### src/hdl/vid_fmt4_map.vh
// constants of the format 4 video packet body formatter
// Summary of operation
// - a packet holds equal segments of one frame, one frame, or several whole frames
// - packet body opens with the channel-specific word, frame data or per-frame header follows at once
// - bits 31-30 give segment position: 00 middle, 01 first, 10 last
// - bits 29-28 give content: 00 segment, 01 one frame, 10 several frames
// - bit 27 set when a per-frame header precedes each frame or first segment
// - bits 26-0 of the channel-specific word carry no information
// - per-frame header is twelve bytes: time low, time high, frame length
// - relative time is the 48-bit counter at the first data bit, upper bits zero
// - with absolute time selected, header holds absolute time in the selected format
// - header time is the frame capture time, also before a first segment
// - last four header bytes give the byte count of the whole frame
// - two bytes per word, earlier byte low, odd frames end with a filler byte
`ifndef VID_FMT4_MAP_VH
`define VID_FMT4_MAP_VH
// ****************************************
// register indices
// ****************************************
`define REG_CTRL     4'h0
`define REG_SEGLEN   4'h1
`define REG_FPP      4'h2
`define REG_STATUS   4'h3
// ****************************************
// control fields and reset values
// ****************************************
`define CTRL_EN      0
`define CTRL_MODE_LO 1
`define CTRL_HDR     3
`define CTRL_ABS     4
`define CTRL_FMT_LO  5
`define CTRL_RST     7'h00
`define SEGLEN_RST   32'h00000400
`define FPP_RST      8'h02
`define MODE_ONE     2'h0
`define MODE_MULTI   2'h1
`define MODE_SEG     2'h2
// ****************************************
// channel-specific word layout
// ****************************************
`define CSW_PART_LO  30
`define CSW_SUM_LO   28
`define CSW_HDR      27
`define CSW_RSV_W    27
`define PART_MID     2'h0
`define PART_FIRST   2'h1
`define PART_LAST    2'h2
`define SUM_SEG      2'h0
`define SUM_ONE      2'h1
`define SUM_MULTI    2'h2
`define FILL_BYTE    8'h00
`define HDR_WORDS    4'h6
`define CSW_WORDS    4'h2
`define ALL_WORDS    4'h8
`endif

### src/hdl/vid_fmt4_framer.v
// format 4 compressed video packet body formatter
//
// The address map and the strobed register port were left to the implementer.
`timescale 1ns/1ns
`default_nettype none
`include "vid_fmt4_map.vh"
module vid_fmt4_framer
#(
  parameter FCNT_W = 8
)
(
  input  wire              sys_clk,
  input  wire              rst_n,
  input  wire              clk_en,
  input  wire [3:0]        reg_addr,
  input  wire [31:0]       reg_wdata,
  input  wire              reg_wr,
  input  wire              reg_rd,
  output reg  [31:0]       reg_rdata,
  input  wire              src_valid,
  input  wire              src_first,
  input  wire [7:0]        src_byte,
  input  wire [31:0]       src_len,
  output reg               src_ready,
  input  wire [47:0]       rtc_time,
  input  wire [63:0]       abs_time,
  output reg  [1:0]        time_fmt,
  input  wire              out_ready,
  output reg               out_valid,
  output reg  [15:0]       out_data,
  output reg               out_sop,
  output reg               out_eop
);

  // ****************************************
  // states and storage
  // ****************************************
  localparam S_IDLE = 2'h0;
  localparam S_HEAD = 2'h1;
  localparam S_DATA = 2'h2;

  reg  [1:0]        st_q;
  reg  [1:0]        st_d;
  reg  [3:0]        cnt_q;
  reg  [3:0]        cnt_d;
  reg  [127:0]      sh_q;
  reg  [127:0]      sh_d;
  reg  [7:0]        lo_q;
  reg  [7:0]        lo_d;
  reg               have_q;
  reg               have_d;
  reg               pend_q;
  reg               pend_d;
  reg  [15:0]       pw_q;
  reg  [15:0]       pw_d;
  reg               peop_q;
  reg               peop_d;
  reg  [31:0]       rem_q;
  reg  [31:0]       rem_d;
  reg  [31:0]       srem_q;
  reg  [31:0]       srem_d;
  reg  [FCNT_W-1:0] fcnt_q;
  reg  [FCNT_W-1:0] fcnt_d;
  reg               sopf_q;
  reg               sopf_d;
  reg  [1:0]        pm_q;
  reg  [1:0]        pm_d;
  reg               ph_q;
  reg               ph_d;
  reg  [15:0]       npkt_q;
  reg  [15:0]       npkt_d;
  reg  [6:0]        ctrl_q;
  reg  [31:0]       seglen_q;
  reg  [FCNT_W-1:0] fpp_q;
  reg               ov_d;
  reg  [15:0]       od_d;
  reg               osop_d;
  reg               oeop_d;
  reg               rdy_d;
  reg  [1:0]        part;
  reg  [1:0]        sum;
  reg               brk_d;

  wire              newp  = (fcnt_q == {FCNT_W{1'b0}});
  wire [1:0]        m_cur = (st_q == S_IDLE && newp) ? ctrl_q[`CTRL_MODE_LO+1:`CTRL_MODE_LO]
                                                     : pm_q;
  wire              h_cur = (st_q == S_IDLE && newp) ? ctrl_q[`CTRL_HDR] : ph_q;
  wire [FCNT_W-1:0] one_f = {{(FCNT_W-1){1'b0}}, 1'b1};
  wire [FCNT_W-1:0] fcnt_n = (st_q == S_IDLE) ? fcnt_q + one_f : fcnt_q;
  // odd segment lengths would split a byte pair, so bit 0 is ignored
  wire [31:0]       sl    = {seglen_q[31:1], 1'b0};
  wire              fin   = (m_cur != `MODE_MULTI) || (fcnt_n >= fpp_q);
  wire              free  = ~out_valid | out_ready;
  wire              acc   = src_valid & src_ready;
  wire              split = (m_cur == `MODE_SEG) && (src_len > sl);
  wire              absm  = ctrl_q[`CTRL_ABS];
  // time is caught with the first byte, i.e. at the frame's first data bit
  wire [31:0]       tlo   = absm ? abs_time[31:0] : rtc_time[31:0];
  wire [31:0]       thi   = absm ? abs_time[63:32]
                                 : {16'h0000, rtc_time[47:32]};
  wire [31:0]       csw   = {part, sum, h_cur, {`CSW_RSV_W{1'b0}}};

  // ****************************************
  // channel-specific word fields
  // ****************************************
  always @*
  begin
    part = `PART_MID;
    sum  = `SUM_ONE;
    if (st_q == S_DATA)
    begin
      part = (rem_q <= sl) ? `PART_LAST : `PART_MID;
      sum  = `SUM_SEG;
    end
    else if (split)
    begin
      part = `PART_FIRST;
      sum  = `SUM_SEG;
    end
    else if (m_cur == `MODE_MULTI && fpp_q > one_f)
      sum = `SUM_MULTI;
  end

  // ****************************************
  // formatter next state
  // ****************************************
  always @*
  begin
    st_d   = st_q;
    cnt_d  = cnt_q;
    sh_d   = sh_q;
    lo_d   = lo_q;
    have_d = have_q;
    pend_d = pend_q;
    pw_d   = pw_q;
    peop_d = peop_q;
    rem_d  = rem_q;
    srem_d = srem_q;
    fcnt_d = fcnt_q;
    sopf_d = sopf_q;
    pm_d   = pm_q;
    ph_d   = ph_q;
    npkt_d = npkt_q;
    ov_d   = out_valid & ~out_ready;
    od_d   = out_data;
    osop_d = out_sop;
    oeop_d = out_eop;
    case (st_q)
      // a stray byte not flagged as first is out of step and dropped
      S_IDLE:
        if (acc & src_first)
        begin
          rem_d  = src_len - 32'h1;
          srem_d = sl - 32'h1;
          fcnt_d = fcnt_n;
          lo_d   = src_byte;
          have_d = 1'b1;
          if (src_len == 32'h1)
          begin
            pw_d   = {`FILL_BYTE, src_byte};
            pend_d = 1'b1;
            have_d = 1'b0;
            peop_d = fin;
          end
          if (newp)
          begin
            pm_d   = m_cur;
            ph_d   = h_cur;
            sh_d   = {src_len, thi, tlo, csw};
            cnt_d  = h_cur ? `ALL_WORDS : `CSW_WORDS;
            sopf_d = 1'b1;
            st_d   = S_HEAD;
          end
          else if (h_cur)
          begin
            sh_d  = {32'h0, src_len, thi, tlo};
            cnt_d = `HDR_WORDS;
            st_d  = S_HEAD;
          end
          else
            st_d = S_DATA;
        end
      // header words leave low half first, low long word first
      S_HEAD:
        if (free)
        begin
          ov_d   = 1'b1;
          od_d   = sh_q[15:0];
          osop_d = sopf_q;
          oeop_d = 1'b0;
          sopf_d = 1'b0;
          sh_d   = {16'h0, sh_q[127:16]};
          cnt_d  = cnt_q - 4'h1;
          if (cnt_q == 4'h1)
            st_d = S_DATA;
        end
      S_DATA:
      begin
        if (pend_q & free)
        begin
          ov_d   = 1'b1;
          od_d   = pw_q;
          osop_d = 1'b0;
          oeop_d = peop_q;
          pend_d = 1'b0;
          if (peop_q)
            npkt_d = npkt_q + 16'h1;
        end
        // ready is only high with no word pending, so no clash above
        if (acc)
        begin
          rem_d  = rem_q - 32'h1;
          srem_d = srem_q - 32'h1;
          lo_d   = src_byte;
          have_d = ~have_q;
          if (have_q || rem_q == 32'h1)
          begin
            pw_d   = have_q ? {src_byte, lo_q} : {`FILL_BYTE, src_byte};
            pend_d = 1'b1;
            have_d = 1'b0;
            peop_d = (rem_q == 32'h1) ? fin : (pm_q == `MODE_SEG && srem_q == 32'h1);
          end
        end
        // boundary only once the closing word has left the pair stage
        if (!pend_q && !have_q && (rem_q == 32'h0 || (pm_q == `MODE_SEG && srem_q == 32'h0)))
        begin
          if (rem_q == 32'h0)
          begin
            st_d = S_IDLE;
            if (fin)
              fcnt_d = {FCNT_W{1'b0}};
          end
          else
          begin
            sh_d   = {96'h0, csw};
            cnt_d  = `CSW_WORDS;
            sopf_d = 1'b1;
            srem_d = sl;
            st_d   = S_HEAD;
          end
        end
      end
      default:
        st_d = S_IDLE;
    endcase
    brk_d = (rem_d == 32'h0) || (pm_d == `MODE_SEG && srem_d == 32'h0);
    rdy_d = (st_d == S_IDLE && ctrl_q[`CTRL_EN]) || (st_d == S_DATA && !pend_d && !brk_d);
  end

  // ****************************************
  // formatter registers
  // ****************************************
  always @(posedge sys_clk)
  begin
    if (!rst_n)
    begin
      st_q      <= S_IDLE;
      cnt_q     <= 4'h0;
      sh_q      <= 128'h0;
      lo_q      <= 8'h00;
      have_q    <= 1'b0;
      pend_q    <= 1'b0;
      pw_q      <= 16'h0000;
      peop_q    <= 1'b0;
      rem_q     <= 32'h0;
      srem_q    <= 32'h0;
      fcnt_q    <= {FCNT_W{1'b0}};
      sopf_q    <= 1'b0;
      pm_q      <= `MODE_ONE;
      ph_q      <= 1'b0;
      npkt_q    <= 16'h0000;
      out_valid <= 1'b0;
      out_data  <= 16'h0000;
      out_sop   <= 1'b0;
      out_eop   <= 1'b0;
      src_ready <= 1'b0;
    end
    else if (clk_en)
    begin
      st_q      <= st_d;
      cnt_q     <= cnt_d;
      sh_q      <= sh_d;
      lo_q      <= lo_d;
      have_q    <= have_d;
      pend_q    <= pend_d;
      pw_q      <= pw_d;
      peop_q    <= peop_d;
      rem_q     <= rem_d;
      srem_q    <= srem_d;
      fcnt_q    <= fcnt_d;
      sopf_q    <= sopf_d;
      pm_q      <= pm_d;
      ph_q      <= ph_d;
      npkt_q    <= npkt_d;
      out_valid <= ov_d;
      out_data  <= od_d;
      out_sop   <= osop_d;
      out_eop   <= oeop_d;
      src_ready <= rdy_d;
    end
  end

  // ****************************************
  // register port
  // ****************************************
  // mode and header enable are latched per packet, so changes land cleanly
  always @(posedge sys_clk)
  begin
    if (!rst_n)
    begin
      ctrl_q    <= `CTRL_RST;
      seglen_q  <= `SEGLEN_RST;
      fpp_q     <= `FPP_RST;
      time_fmt  <= 2'h0;
      reg_rdata <= 32'h0;
    end
    else if (clk_en)
    begin
      time_fmt  <= ctrl_q[`CTRL_FMT_LO+1:`CTRL_FMT_LO];
      reg_rdata <= 32'h0;
      if (reg_wr)
      begin
        case (reg_addr)
          `REG_CTRL:   ctrl_q   <= reg_wdata[6:0];
          `REG_SEGLEN: seglen_q <= reg_wdata;
          `REG_FPP:    fpp_q    <= reg_wdata[FCNT_W-1:0];
          default:     ;
        endcase
      end
      if (reg_rd)
      begin
        case (reg_addr)
          `REG_CTRL:   reg_rdata <= {25'h0, ctrl_q};
          `REG_SEGLEN: reg_rdata <= seglen_q;
          `REG_FPP:    reg_rdata <= {{(32-FCNT_W){1'b0}}, fpp_q};
          `REG_STATUS: reg_rdata <= {npkt_q, 11'h0, pend_q, have_q, src_ready, st_q};
          default:     reg_rdata <= 32'h0;
        endcase
      end
    end
  end

endmodule
`default_nettype wire

### config.mk
export PLATFORM = sky130hd
export DESIGN_NAME = vid_fmt4_framer
export DESIGN_NICKNAME = d
export VERILOG_FILES = /design/src/hdl/vid_fmt4_framer.v
export VERILOG_INCLUDE_DIRS = /design/src /design/src/hdl
export SDC_FILE = /design/constraint.sdc
export NUM_CORES = 1
export LEC_CHECK = 0
export ABC_AREA = 1
export BUFFER_PORTS_ARGS = -buffer_cell sky130_fd_sc_hd__buf_2
export CORE_AREA = 2 2 217 219
export CTS_BUF_LIST = sky130_fd_sc_hd__clkbuf_4 sky130_fd_sc_hd__clkbuf_8
export CTS_CLUSTER_DIAMETER = 40
export DETAILED_ROUTE_END_ITERATION = 8
export DIE_AREA = 0 0 219 221
export HOLD_SLACK_MARGIN = 0.08
export MAX_ROUTING_LAYER = met4
export PLACE_DENSITY = 0.69
export SLEW_MARGIN = 20
export SYNTH_ARGS = -nofsm -noshare
export SYNTH_HDL_FRONTEND = slang
export SYNTH_SLANG_ARGS = --single-unit
### constraint.sdc
create_clock -name sys_clk -period 3.7 [get_ports sys_clk]
set_clock_uncertainty 0.2 [all_clocks]
set_input_delay 0.925 -clock sys_clk [delete_from_list [all_inputs] [get_ports sys_clk]]
set_output_delay 0.925 -clock sys_clk [all_outputs]
set_load 0.01 [all_outputs]
# Word-level counts from Yosys, hierarchy flattened
# Index checks and enable logic that the tools add are counted.
# classes
add_sub_neg	7
order_cmp	4
eq_ne	27
muxes	95
bitwise_logic	8
n_reduce_logical	42
# ops
cell	count
$mux 128	6
$pmux 128 s3	1
$mux 32	9
$logic_not 32->1	4
$pmux 32 s2	2
$pmux 32 s4	1
$sub 32x1->32 const B	4
$mux 16	7
$eq 32x1->1 const B	3
$pmux 16 s2	2
$mux 8	7
$gt 32x32->1	1
$le 32x32->1	1
$pmux 8 s2	2
$mux 2	15
$mux 4	7
$mux 1	27
$add 16x1->16 const B	1
$reduce_and 4->1	4
$ne 2x1->1 const B	7
$reduce_and 7->1	2
$pmux 1 s2	6
$pmux 4 s3	1
$reduce_and 6->1	2
other kinds (24)	61
# totals
register_bits	354
in_bits	196
output_inout_bits	54
elab_cells	208

# Logic depth before layout (Yosys ltp)
# Gate-level depths: netlist of the first run.
# depth
ltp_word	12
depth_mapped	21
depth_no_buf	21

# Worst setup path after synthesis of the first run
# Ideal clock, no wire load.
# synth_path
kind	flip-flop to flip-flop
from	register st_q[1]
to	register fcnt_q[1]
setup_time_ns	0.132
arrival_time_ns	2.710
t_required_ns	3.368
path_slack_ns	0.658
stages_incl_launch_ff	19
n_path_buf	2
cell_sequence	dfxtp_1 inv_1 ha_1 buf_2 buf_2 nand2_1 nor3_1 nand2_1 nor2_1 nand3_1 xnor2_1 ha_1 nand2_1 a21oi_1 nor3_1 o21ai_0 nand3_1 o21ai_0 a21oi_1
# synth_via
elab_chain_len	7
word_cells_on_any_way	16
# synth_lines
item	line	rtl
start: declaration	vid_fmt4_framer.v:42	reg [1:0] st_q;
start signal: assignment	vid_fmt4_framer.v:280	st_q <= st_d;
branches (longest 7 deep; another with $ge 8x8->1)	n/a	
end signal: assignment	vid_fmt4_framer.v:267	fcnt_q <= {FCNT_W{1'b0}};
end signal: assignment	vid_fmt4_framer.v:290	fcnt_q <= fcnt_d;
end: declaration	vid_fmt4_framer.v:62	reg [FCNT_W-1:0] fcnt_q;
# Several ways; the timed one is not identified. The select of a mux whose other input is x is not followed.
# A chain may end at the register's enable or synchronous reset.

# Final worst setup path of the first run
# layout_path
from	register st_q[0]
to	register peop_q
# layout_via
elab_chain_len	9
word_cells_on_any_way	20
# layout_lines
item	line	rtl
branches (longest 9 deep; another with $ge 8x8->1)	n/a	
end signal: assignment	vid_fmt4_framer.v:287	peop_q <= peop_d;
end: declaration	vid_fmt4_framer.v:56	reg peop_q;
# Several ways; the timed one is not identified. The select of a mux whose other input is x is not followed.

==> results.json, run 1 <==
{
  "outcome": "finished, final reports clean",
  "coreArea_um2": 46060,
  "synth_area_leaders": "dfxtp_1, nand2_1, a21oi_1",
  "period_needed_ps": 3424,
  "post-synth-top-area-fraction_pct": 31.11,
  "ir_drop_v": 0.0002781,
  "min_to": "sh_q[38]",
  "ys_seq_area_share_pct": 31.11,
  "yosys.area.top_type": "dfxtp_1",
  "ant_nets": 0,
  "wire_per_inst_um": 20.80,
  "ctsHoldBuffers": 0,
  "dieArea_um2": 48400,
  "top_level_ports": 250,
  "die_w_um": 219,
  "critPathCaptureType": "flop",
  "vias_per_cell": 5.832,
  "clock-sinks": 354,
  "grtUsageTotal_pct": 39.19,
  "finalSetupViolCount": 0,
  "fin_area_um2": 26940,
  "antenna_found_initial": 5,
  "clk_pin_slew_worst_paths_ps": 60,
  "min_period_over_period_pct": 92.54,
  "slew_violations": 0,
  "grt_pass1_wl_um": 142700,
  "fin_ws_ps": 276.2,
  "setup_tns_ps": 0,
  "drive_above_1_share_pct": 14.72,
  "avgSynthCellArea_um2": 6.337,
  "cts_made_buffers": 77,
  "cp-start-kind": "flop",
  "nets": 4140,
  "maxSlewHeadroom_pct": 42.42,
  "final_hold_viol_count": 0,
  "rr_worst_depth": 15,
  "ys_top_cells_by_count": "nand2_1, inv_1, a21oi_1, dfxtp_1, o21ai_0",
  "grt_pass1_vias": 24150,
  "grt_max_degree": 111,
  "syn_nets": 3877,
  "async_flop_share_pct": 0,
  "synth_most_common_cell": "nand2_1",
  "post-route-util_pct": 58.48,
  "post-cts-setup-buffers": 0,
  "synth_area_um2": 22780,
  "initial_core_util_pct": 49.45,
  "vias": 26390,
  "syn2layout_area_growth_pct": 18.27,
  "p_total_mw": 11.37,
  "crit_arrival_ps": 3780,
  "grt_overflow": 0,
  "yosysWarningCount": 0,
  "n_fill_cell": 4665,
  "drc": 0,
  "yosysUniqueCellTypes": 56,
  "worst_pin_slew_ps": 863.8,
  "cp.required_ps": 4050,
  "holdPathStages": 2,
  "root_buffer": "clkbuf_8",
  "ff2ff_setup_slack_ps": 280,
  "p_per_area_nw_per_um2": 422.2,
  "ys_seq_elements": 354,
  "p_leak_nw": 11.92,
  "portBuffers": 249,
  "min_from": "sh_q[38]",
  "drt-total-wl_um": 94130,
  "hold_class": "flop to flop",
  "max-cap-violations": 0,
  "cts_buffer_depth": 3,
  "rsz0062_at_grt": "no",
  "fmaxAchievable_mhz": 292.1,
  "place_area_um2": 25090,
  "syn_inst": 3594,
  "ctsHtreeMaxLevel": 3,
  "critPathMaxFanout": 27,
  "hpwlAfterDp_um": 70770,
  "regArea_um2": 7088,
  "synth-edff-count": 0,
  "die_y_um": 221,
  "reg2reg_from": "st_q[0]",
  "cts_resized": 0,
  "multiInputGateArea_um2": 13410,
  "dr.pass1.iters": 7,
  "rows": 79,
  "clock_latency_ps": 680,
  "place_ws_ps": 29.10,
  "ys.flop_type": "dfxtp_1",
  "drt_iter0_drc": 3423,
  "r2r-end": "peop_q",
  "crit_type": "flop to flop",
  "cts_tree": "built",
  "gp_congestion": 1.086
}
[critical path, cell delays in order, from the launching register on]
cell	delay, ps
dfxtp_1	330
inv_1	80
buf_4	170
ha_2	290
buf_4	370
nand2_1	200
nand2_1	100
nand2_1	110
nor2_1	190
o21ai_1	130
a21oi_2	210
inv_2	130
a21oi_1	280
o21ai_0	280
o211ai_1	150
inv_1	60
[cell usage in the layout (no fill, tap or decap), drive strengths merged, types with 22 or more instances in the layout]
master | netlist | routed
clkbuf | 121 | 105
inv | 395 | 398
nand3 | 212 | 212
a21oi | 363 | 363
o22ai | 49 | 49
nor2 | 358 | 358
a211oi | 28 | 28
dfxtp | 354 | 354
a31oi | 56 | 56
buf | 61 | 366
nand2 | 893 | 893
o21ai | 343 | 343
ha | 87 | 87
a221oi | 22 | 22
o211ai | 45 | 45
nand4 | 37 | 37
nor3 | 60 | 60
xor2 | 32 | 32
[cell type report]
class / count / share of cell area (%)
tap: 607 / 2.819
sequential: 354 / 26.31
antenna: 5 / 0.04645
multi-input combinational: 2656 / 49.79
inverter: 402 / 5.625
clock buffer: 105 / 5.016
timing repair buffer: 366 / 8.607
clock inverter: 30 / 1.788
[stage by stage]
step,hold slack [ps],std cells
6_report,241.8,4525
4_1_cts,243.8,4520
3_3_place_gp,231.4,4385
3_5_place_dp,235.3,4385
2_1_floorplan,222.9,3594
5_1_grt,269.1,4525
[power breakdown]
part	switching, mW	leakage [nW]	internal [mW]
Clock	1.94	0.927	3.21
Combinational	1.38	8.11	0.664
Sequential	0.163	2.89	4.01
[flip-flops by register name (all words and copies together), names as in the netlist, 2 cells and up]
register   count
sh_q         128
srem_q        32
pm_q           2
rem_q         32
ctrl_q         7
npkt_q        16
pw_q          16
fpp_q          8
reg_rdata     32
st_q           2
seglen_q      32
time_fmt       2
lo_q           8
out_data      16
fcnt_q         8
cnt_q          4
[cell families (layout without fill, tap and decap cells)]
group | count (synthesis) | after routing | share of synthesized area, %
DFF | 354 | 354 | 31.11
xor gates and xnor gates | 35 | 35 | 1.346
buffers and inverters | 584 | 903 | 10.11
adders and majority gates | 87 | 87 | 4.779
other | 0 | 5 | 0
muxes | 4 | 4 | 0.1758
AOI/OAI and AO/OA | 943 | 943 | 23.15
and+or+nand+nor | 1587 | 1587 | 29.32
[worst max path at each step]
stage | slack [ps] | start | endpoint
finish | 280 | st_q[0] | peop_q
global route | 180 | st_q[0] | fcnt_q[6]
CTS | 440 | st_q[0] | peop_q
global placement | 40 | src_len[25] | peop_q
floorplan | 660 | st_q[1] | fcnt_q[1]
detailed placement | 30 | src_len[25] | peop_q
[routing by layer]
metal | part of all wire, % | track usage, % | vias up
met5 | 0 | - | -
met4 | 4.6 | 16.52 | 0
met3 | 11 | 8.550 | 262
met2 | 43 | 55.92 | 1465
met1 | 42 | 53.15 | 12100
li1 | - | - | 12570
Power figures use the tool's default switching activity.
==> run 2, diff against run 1 <==
- BUFFER_PORTS_ARGS: -buffer_cell sky130_fd_sc_hd__buf_2 -> not set
- DONT_BUFFER_PORTS: not set -> 1
- PLACE_DENSITY: 0.69 -> not set
- REMOVE_ABC_BUFFERS: not set -> 1
==> run 2 against run 1 <==
Non-clock buffer count down 236. Critical path depth up 2. Setup slack worse by 120 ps. Sequential cell count unchanged. Final cell count down 5.3%. Critical path type unchanged.
==> results.json, run 2 (same netlist as run 1, synthesis figures left out) <==
{
  "layout_common_cells": "nand2_1, inv_1, a21oi_1, dfxtp_1, o21ai_0",
  "final_hold_viol_count": 0,
  "nets": 3904,
  "min_period_over_period_pct": 95.82,
  "root_buffer": "clkbuf_8",
  "coreArea_um2": 46060,
  "post-cts-setup-buffers": 0,
  "gp_congestion": 1.010,
  "drc": 0,
  "cts_resized": 0,
  "p_per_area_nw_per_um2": 422.3,
  "outcome": "finished, final reports clean",
  "place_ws_ps": -161.6,
  "wire_per_inst_um": 21.46,
  "drive_above_1_share_pct": 9.407,
  "regMostFlops": "sh_q",
  "fmaxAchievable_mhz": 282.1,
  "critPathCaptureType": "flop",
  "antenna_found_initial": 0,
  "clock-sinks": 354,
  "finalSetupViolCount": 0,
  "cts_buffer_depth": 3,
  "crit_type": "flop to flop",
  "grt_overflow": 0,
  "die_y_um": 221,
  "ctsHoldBuffers": 0,
  "largest_reg_flops": 128,
  "vias_per_cell": 5.993,
  "clk_pin_slew_worst_paths_ps": 60,
  "ff2ff_setup_slack_ps": 150,
  "grt_pass1_vias": 23890,
  "rsz0062_at_grt": "no",
  "syn2layout_area_growth_pct": 12.30,
  "setup_tns_ps": 0,
  "n_fill_cell": 4666,
  "critPathMaxFanout": 12,
  "place_area_um2": 23820,
  "drt_iter0_drc": 2696,
  "crit_arrival_ps": 3850,
  "max-cap-violations": 0,
  "period_needed_ps": 3545,
  "grt_max_degree": 225,
  "rows": 79,
  "portBuffers": 0,
  "ctsHtreeMaxLevel": 3,
  "fin_area_um2": 25580,
  "cts_tree": "built",
  "hold_class": "input pin to flop",
  "clock_latency_ps": 660,
  "ir_drop_v": 0.0003043,
  "top_level_ports": 250,
  "p_leak_nw": 10.83,
  "vias": 25680,
  "cp-start-kind": "flop",
  "cp.required_ps": 4000,
  "initial_core_util_pct": 49.45,
  "regArea_um2": 7088,
  "hold_slack_ps": 169.6,
  "worst_pin_slew_ps": 1184,
  "p_total_mw": 10.80,
  "dr.pass1.iters": 6,
  "die_w_um": 219,
  "grt_pass1_wl_um": 138300,
  "drt-total-wl_um": 91950,
  "maxSlewHeadroom_pct": 20.26,
  "multiInputGateArea_um2": 13420,
  "hpwlAfterDp_um": 67480,
  "dieArea_um2": 48400,
  "grtUsageTotal_pct": 37.96,
  "fin_ws_ps": 154.7,
  "ant_nets": 0,
  "layout_commonest_cell": "nand2_1",
  "cts_made_buffers": 77,
  "diodes": 0,
  "slew_violations": 0
}
-- run 2: cell count changes in the layout (fill, tap and decap cells not counted), moves of 3 or more --
cell	change
clkinv_4	+5
clkinvlp_4	+3
diode_2	-5
clkinv_2	-3
clkbuf_4	+3
bufinv_16	-6
buf_12	-9
buf_2	-248
buf_4	+21
-- run 2: worst paths after layout --
path	start	end	cells after the start
worst max-delay path	st_q[0]	src_ready	17
worst min register to register	sh_q[34]	sh_q[34]	2
worst max register to register	st_q[0]	src_ready	17
worst min-delay path	clk_en	time_fmt[1]	1
-- run 2: critical path: stages (launching register included) --
cell,delay (ps)
dfxtp_1,360
inv_1,80
ha_1,280
buf_4,190
buf_4,200
nand2_1,200
clkinvlp_4,280
buf_4,270
nand3_1,150
o21ai_0,110
nor2_1,290
nand2_1,100
nor2_1,140
nand3_1,90
nor2_1,250
nor2_1,80
nand2_1,70
a21oi_1,50
-- run 2: routing by layer --
layer | part of all wire (%) | GRT usage [%] | routed length (um) | vias up
li1 | - | - | - | 12110
met1 | 44 | 51.82 | 40200 | 12020
met2 | 43 | 56.07 | 39510 | 1338
met3 | 9.3 | 5.649 | 8517 | 219
met4 | 4.0 | 15.28 | 3718 | 0
met5 | 0 | - | 0 | -
-- run 2: layout make-up --
class                   instances  share of cell area (%)
well taps                     607                   2.969
flip-flops and latches        354                   27.71
clock inverters                27                   1.316
multi-input cells            2656                   52.45
repair buffers                130                   4.187
clock buffers                 109                   5.425
inverters                     402                   5.938
-- run 2: report_power, final --
part | leakage [nW] | switching (mW) | total [mW] | internal [mW]
registers | 2.89 | 0.156 | 4.17 | 4.01
logic | 7.08 | 1.26 | 1.85 | 0.589
clock network | 0.868 | 1.92 | 4.78 | 2.86
total | 10.8 | 3.34 | 10.8 | 7.46
-- run 2: stage by stage --
| step | utilization, % | instances |
|---|---|---|
| after floorplan | - | 3412 |
| after global placement | 51.72 | 4148 |
| after detailed placement | 51.72 | 4148 |
| after CTS | 55.46 | 4284 |
| after global routing | 55.53 | 4285 |
| final | 55.53 | 4285 |
